File: config.mk
export PLATFORM = sky130hd
export DESIGN_NAME = bil_irq_latch
export DESIGN_NICKNAME = d
export VERILOG_FILES = /design/src/verilog/bil_pkg.sv /design/src/verilog/bil_pin_sync.sv /design/src/verilog/bil_irq_latch.sv
export VERILOG_INCLUDE_DIRS = /design/src /design/src/verilog
export SDC_FILE = /design/constraint.sdc
export NUM_CORES = 1
export LEC_CHECK = 0
export BUFFER_PORTS_ARGS = -buffer_cell sky130_fd_sc_hd__clkbuf_2
export CORE_AREA = 2 2 48 50
export DETAILED_ROUTE_END_ITERATION = 8
export DIE_AREA = 0 0 50 52
export PLACE_DENSITY_LB_ADDON = 0.12
export SYNTH_ARGS = -nofsm -noshare
export SYNTH_HDL_FRONTEND = slang
export SYNTH_SLANG_ARGS = --single-unit
File: constraint.sdc
create_clock -name clk_sys -period 2.25 [get_ports clk_sys]
set_input_delay 0.225 -clock clk_sys [delete_from_list [all_inputs] [get_ports clk_sys]]
set_output_delay 0.225 -clock clk_sys [all_outputs]
set_load 0.01 [all_outputs]
File: src/verilog/bil_regs.svh
`ifndef BIL_REGS_SVH
`define BIL_REGS_SVH

// Physical acknowledge locations, one per captured timer interrupt.
`define BIL_ACK_A_ADDR      32'h1f80_0010
`define BIL_ACK_B_ADDR      32'h1f80_0014

// Physical window of the bus: kernel aliases fold onto it by dropping the top three bits.
`define BIL_PHYS_MASK       32'h1fff_ffff

// Bit positions inside the three-bit processor interrupt group Int(5:3).
`define BIL_INT_TIMER_A     0
`define BIL_INT_TIMER_B     1
`define BIL_INT_UART        2
`define BIL_INT_WIDTH       3

// Reset values: no capture pending, every active-low interrupt negated.
`define BIL_CAPTURE_RST     2'h0
`define BIL_INT_N_RST       3'h7

// Synchroniser depth for inputs that arrive from other chips.
`define BIL_SYNC_STAGES     3

`endif

File: src/verilog/bil_pkg.sv
`default_nettype none

package bil_pkg;

	// Interrupt sources as seen at the pins of this block.
	typedef struct packed {
		logic uart_irq_out_n;
		logic timer_b_output;
		logic timer_a_output;
	} bil_src_t;

	// Processor bus view needed to spot an acknowledge read.
	typedef struct packed {
		logic [31:0] addr;
		logic        rd_n;
	} bil_bus_t;

	// Acknowledge events, one-cycle pulses.
	typedef struct packed {
		logic ack_b;
		logic ack_a;
	} bil_ack_t;

	// Read-strobe tracker, Gray coded along idle to read and back.
	typedef enum logic [1:0] {
		BIL_BUS_IDLE = 2'b00,
		BIL_BUS_READ = 2'b01
	} bil_bus_state_t;

endpackage

`default_nettype wire

File: src/verilog/bil_pin_sync.sv
`timescale 1ns/10ps
`default_nettype none

// Three-stage synchroniser with agreement filter and edge pulses.
module bil_pin_sync (
	// Clock and reset.
	input  wire logic clk_sys,
	input  wire logic resetn,
	// Raw pin and its reset level.
	input  wire logic pin_in,
	input  wire logic rst_level,
	// Filtered level and edge pulses.
	output logic      level_q,
	output logic      rise,
	output logic      fall
);

	logic meta_q;
	logic s2_q;
	logic s3_q;
	logic stable_q;
	logic prev_q;

	// The first stage is read only by the second, so metastability cannot leak into logic.
	always_ff @(posedge clk_sys or negedge resetn) begin
		if (!resetn) begin
			meta_q <= 1'b0;
			s2_q   <= 1'b0;
			s3_q   <= 1'b0;
		end else begin
			meta_q <= pin_in;
			s2_q   <= meta_q;
			s3_q   <= s2_q;
		end
	end

	// A change counts only once the second and third stages agree.
	// The filtered level starts low after reset, so a line already high at release reads as a rising edge.
	always_ff @(posedge clk_sys or negedge resetn) begin
		if (!resetn) begin
			stable_q <= 1'b0;
			prev_q   <= 1'b0;
		end else if (s2_q == s3_q) begin
			stable_q <= s3_q;
			prev_q   <= stable_q;
		end else begin
			prev_q   <= stable_q;
		end
	end

	assign level_q = stable_q;
	assign rise    = stable_q & ~prev_q;
	assign fall    = ~stable_q & prev_q;

	// Every caller ties the reset level low, matching the zero the stages reset to, so it is not used.
	logic unused_rst_level;
	assign unused_rst_level = rst_level;

endmodule

`default_nettype wire

File: src/verilog/bil_irq_latch.sv
`timescale 1ns/10ps
`default_nettype none
`include "bil_regs.svh"

module bil_irq_latch (
	// Clock (bus clock) and board reset.
	input  wire logic        clk_sys,
	input  wire logic        resetn,
	// Peripheral interrupt pins.
	input  wire bil_pkg::bil_src_t src,
	// Processor bus, synchronous to the bus clock.
	input  wire bil_pkg::bil_bus_t bus,
	// Processor interrupt inputs Int(5:3), active low.
	output logic [`BIL_INT_WIDTH-1:0] cpu_int_n,
	// Acknowledge observation pulses.
	output bil_pkg::bil_ack_t         ack,
	// Pending timer captures, bit 0 timer A, bit 1 timer B.
	output logic [1:0]                timer_pending
);

	// Returns true when a bus address, after folding kernel aliases, names the target.
	function automatic logic ack_match(input logic [31:0] addr, input logic [31:0] target);
		ack_match = ((addr & `BIL_PHYS_MASK) == target);
	endfunction

	// Synchronised pin levels and edges.
	logic ta_level;
	logic ta_rise;
	logic tb_level;
	logic tb_rise;
	logic uart_level_n;

	// Timer lines are active high; their rising edge is the asserting transition.
	bil_pin_sync u_sync_ta (
		.clk_sys   (clk_sys),
		.resetn    (resetn),
		.pin_in    (src.timer_a_output),
		.rst_level (1'b0),
		.level_q   (ta_level),
		.rise      (ta_rise),
		.fall      ()
	);

	bil_pin_sync u_sync_tb (
		.clk_sys   (clk_sys),
		.resetn    (resetn),
		.pin_in    (src.timer_b_output),
		.rst_level (1'b0),
		.level_q   (tb_level),
		.rise      (tb_rise),
		.fall      ()
	);

	// The UART line is open collector and active low; it is only synchronised, never held.
	// Its filtered level starts at zero, so it is inverted twice to keep reset negated.
	logic uart_active;
	bil_pin_sync u_sync_uart (
		.clk_sys   (clk_sys),
		.resetn    (resetn),
		.pin_in    (~src.uart_irq_out_n),
		.rst_level (1'b0),
		.level_q   (uart_active),
		.rise      (),
		.fall      ()
	);
	assign uart_level_n = ~uart_active;

	// Read-strobe tracker so that a long read clears its capture once, at its start.
	bil_pkg::bil_bus_state_t bus_state_q;
	bil_pkg::bil_bus_state_t bus_state_d;
	logic                    rd_start;

	always_comb begin
		bus_state_d = bus_state_q;
		rd_start    = 1'b0;
		unique case (bus_state_q)
			bil_pkg::BIL_BUS_IDLE: begin
				if (!bus.rd_n) begin
					bus_state_d = bil_pkg::BIL_BUS_READ;
					rd_start    = 1'b1;
				end
			end
			bil_pkg::BIL_BUS_READ: begin
				if (bus.rd_n) begin
					bus_state_d = bil_pkg::BIL_BUS_IDLE;
				end
			end
		endcase
	end

	always_ff @(posedge clk_sys or negedge resetn) begin
		if (!resetn) begin
			bus_state_q <= bil_pkg::BIL_BUS_IDLE;
		end else begin
			bus_state_q <= bus_state_d;
		end
	end

	// Acknowledge decode; the data byte is left to the timer chip, this block drives no data.
	logic clr_a;
	logic clr_b;
	assign clr_a = rd_start & ack_match(bus.addr, `BIL_ACK_A_ADDR);
	assign clr_b = rd_start & ack_match(bus.addr, `BIL_ACK_B_ADDR);

	// Capture flags. A new edge in the clearing cycle wins, so no timer event is lost.
	logic [1:0] capture_q;

	always_ff @(posedge clk_sys or negedge resetn) begin
		if (!resetn) begin
			capture_q <= `BIL_CAPTURE_RST;
		end else begin
			if (ta_rise) begin
				capture_q[0] <= 1'b1;
			end else if (clr_a) begin
				capture_q[0] <= 1'b0;
			end
			if (tb_rise) begin
				capture_q[1] <= 1'b1;
			end else if (clr_b) begin
				capture_q[1] <= 1'b0;
			end
		end
	end

	// Processor interrupt pins come from flip-flops to avoid decode glitches on Int(5:3).
	always_ff @(posedge clk_sys or negedge resetn) begin
		if (!resetn) begin
			cpu_int_n <= `BIL_INT_N_RST;
		end else begin
			cpu_int_n[`BIL_INT_UART]    <= uart_level_n;
			cpu_int_n[`BIL_INT_TIMER_B] <= ~capture_q[1];
			cpu_int_n[`BIL_INT_TIMER_A] <= ~capture_q[0];
		end
	end

	// Acknowledge pulses and pending status, registered for clean observation.
	always_ff @(posedge clk_sys or negedge resetn) begin
		if (!resetn) begin
			ack           <= '0;
			timer_pending <= `BIL_CAPTURE_RST;
		end else begin
			ack.ack_a     <= clr_a;
			ack.ack_b     <= clr_b;
			timer_pending <= capture_q;
		end
	end

	// Filtered timer levels are kept only for edge detection; captures ignore them.
	logic unused_levels;
	assign unused_levels = ta_level ^ tb_level;

endmodule

`default_nettype wire

==> metrics.yaml <==
result_of_the_run: "complete, no violations"
vias_per_cell: 4.19
critical_path_class: "reg -> reg"
finalInstanceArea_sq_um: 1130
worst_r2r_startpoint: "bus_state_q[0]"
wl_per_cell_microns: 9.36
timing.critical_path.from_type: "flip-flop"
worst_min_path_start: "src[2]"
synth-seq-area-share_pct: 75.0
cts_num_sinks: 24
fp.dieArea_sq_um: 2600
clock_tree.buffer_depth: 2
place.detailed.instances: 121
antenna_found_initial: 0
cts_htree_levels: 1
io_buffers: 41
drt.antenna.violating_nets: 0
rsz0062_at_grt: "no"
rrSetupSlack_ns: 0.87
min_delay_path_depth: 2
finish.utilization_pct: 53.6
ys_seq_elements: 24
clock_skew_ns: 0.00720
holdPathEnd: "u_sync_uart.meta_q"
synthesis.area_sq_um: 806
drc: 0
die_width_microns: 50
number_of_distinct_library_cell_variants_in_the_gate_level_netlist_after_synthesis: 15
power.leakage_nw: 0.566
final_hold_viol_count: 0
netlist_instances: 52
finalSetupViolations: 0
hold_slack_ns: 0.0472
maxSlewHeadroom_pct: 64.1
drt_iter0_markers: 0
postPlaceCellArea_sq_um: 1050
reg2regPathDepth: 6
ios: 45
worst_setup_end_kind: "flip-flop"
dp_hpwl_microns: 963
floorplan.core_area_sq_um: 2110
synth_area_per_cell_sq_um: 15.5
period_minus_slack_ns: 1.38
later_pin_clock_latency_in_the_skew_report_ns: 0.30
cts_inserted_buffers: 3
synthToLayoutAreaGrowth_pct: 40.1
gp_routability_congestion: 0.639
reg2reg_to: "capture_q[0]"
clock_tree_from_tritoncts: "yes"
number_of_search_and_repair_iterations_in_the_first_detailed_routing_pass: 1
critical_path_required_ns: 2.45
finalMaxSlewViolations: 0
timing.fmax_mhz: 725
timing.critical_path.fanout_max: 2
stdcell_count: 128
hold_class: "in -> reg"
setup-tns-final_ns: 0
nets: 140
wl_microns: 1200
ir_drop_uv: 735
cp_data_arrival_time_ns: 1.58
grt_start_max_net_pins: 25
final_min_period_over_clock_period_pct: 61.3
timing_worst_slew_pin_value_ns: 0.538
report.power.total_mw: 0.858
clockRootBuffer: "sky130_fd_sc_hd__clkbuf_4"
maxCapViolations: 0
floorplan_row_count: 17
drive_gt1_share_pct: 52.0
grt.overflow.total: 0
clk_pin_slew_worst_paths_ns: 0.12
worst_slack_ns: 0.871
diodes: 0
post_cts.repair.setup_buffers: 0
gr-usage-all-layers_pct: 10.1
mappedNetlistNets: 91
vias_in_the_first_global_route: 465
dr_total_vias: 536
floorplan.die.height_microns: 52
power.density_cell_area_nw_per_um2: 760
effective_utilization_at_floorplan_pct: 38.3
yosys_warnings: 0
grt_pass1_wl_microns: 1920
pre_cts_ws_ns: 0.835
## flip-flops by register name, summed over array words and instances (netlist names), 2 cells and up
register	flops
timer_pending	2
ack	2
capture_q	2
cpu_int_n	3
## how the worst max path moves through the flow
stage,startpoint,end,cells after the start
3_3_place_gp,bus_state_q[0],capture_q[0],6
6_report,bus_state_q[0],capture_q[0],6
5_1_grt,bus_state_q[0],capture_q[1],6
2_1_floorplan,bus_state_q[0],capture_q[1],6
3_5_place_dp,bus_state_q[0],capture_q[0],6
4_1_cts,bus_state_q[0],capture_q[0],6
## routing by layer
| metal | track usage [%] | wire length, microns | vias to the layer above |
|---|---|---|---|
| li1 | - | - | 273 |
| met1 | 12.5 | 491 | 248 |
| met2 | 15.6 | 644 | 15 |
| met3 | 5.17 | 62 | 0 |
| met4 | 2.78 | 0 | 0 |
| met5 | 0 | 0 | - |
## cell type report
| cell class | instances | area, sq um |
|---|---|---|
| sequential | 24 | 604 |
| multi-input combinational | 20 | 171 |
| tap | 28 | 35.0 |
| clock buffer | 3 | 22.5 |
| fill | 199 | 977 |
| inverter | 8 | 30.0 |
| clock inverter | 1 | 30.0 |
| timing repair buffer | 44 | 235 |
## worst max-delay path: stages (launching register included)
cell and delay [ns]:
sky130_fd_sc_hd__dfrtp_1 0.41, sky130_fd_sc_hd__inv_1 0.06, sky130_fd_sc_hd__ha_1 0.13, sky130_fd_sc_hd__and4b_1 0.19, sky130_fd_sc_hd__nand4_1 0.17, sky130_fd_sc_hd__nor3_2 0.24
sky130_fd_sc_hd__o22ai_1 0.09
## logic make-up (layout without fill, tap and decap cells)
| group | Yosys count | in the layout | share of synthesized area, % |
|---|---|---|---|
| compound gates | 2 | 2 | 1.55 |
| xor+xnor | 1 | 1 | 1.09 |
| fa+ha+maj | 4 | 4 | 5.28 |
| buf+inv | 8 | 56 | 3.73 |
| flops | 24 | 24 | 75.0 |
| simple gates | 13 | 13 | 13.4 |
## layout by cell type (no fill, tap or decap)
| cell type | netlist | final |
|---|---|---|
| sky130_fd_sc_hd__clkbuf_2 | 0 | 41 |
| sky130_fd_sc_hd__dfrtp_1 | 21 | 21 |
| sky130_fd_sc_hd__inv_1 | 8 | 8 |
| sky130_fd_sc_hd__nor4_1 | 3 | 3 |
| sky130_fd_sc_hd__maj3_1 | 3 | 3 |
| sky130_fd_sc_hd__clkbuf_4 | 0 | 3 |
| sky130_fd_sc_hd__dfstp_2 | 3 | 3 |
| sky130_fd_sc_hd__dlygate4sd3_1 | 0 | 3 |
| sky130_fd_sc_hd__nor4b_2 | 2 | 2 |
| sky130_fd_sc_hd__nand4_1 | 2 | 2 |
| sky130_fd_sc_hd__nor3_2 | 2 | 2 |
| sky130_fd_sc_hd__o22ai_1 | 2 | 2 |
| sky130_fd_sc_hd__and4b_1 | 1 | 1 |
| sky130_fd_sc_hd__nor2_1 | 1 | 1 |
| sky130_fd_sc_hd__nand3b_1 | 1 | 1 |
| sky130_fd_sc_hd__nand3_1 | 1 | 1 |
| sky130_fd_sc_hd__xnor2_1 | 1 | 1 |
| sky130_fd_sc_hd__ha_1 | 1 | 1 |
| sky130_fd_sc_hd__bufinv_16 | 0 | 1 |
## power by group
group / switching [mW] / internal (mW) / total, mW
logic: 0.0336 / 0.0510 / 0.0846
clock network: 0.117 / 0.180 / 0.297
registers: 0.0144 / 0.462 / 0.476
total: 0.165 / 0.693 / 0.858
## timing repair
item,4_1_cts,5_1_grt
hold buffers,1,2
endpoints found under the hold margin,21,2
resized for setup,0,0
## synthesized netlist by cell type (all sizes together)
| master | count | share of area (%) |
|---|---|---|
| dfrtp | 21 | 65 |
| inv | 8 | 3.7 |
| dfstp | 3 | 9.8 |
| maj3 | 3 | 3.7 |
| nor4 | 3 | 2.3 |
| nand4 | 2 | 1.6 |
| nor3 | 2 | 2.5 |
| nor4b | 2 | 3.7 |
| o22ai | 2 | 1.6 |
| and4b | 1 | 1.2 |
| ha | 1 | 1.6 |
| nand3 | 1 | 0.62 |
| nand3b | 1 | 0.93 |
| nor2 | 1 | 0.47 |
| xnor2 | 1 | 1.1 |
Note: power is estimated with default switching activity, not from simulation.
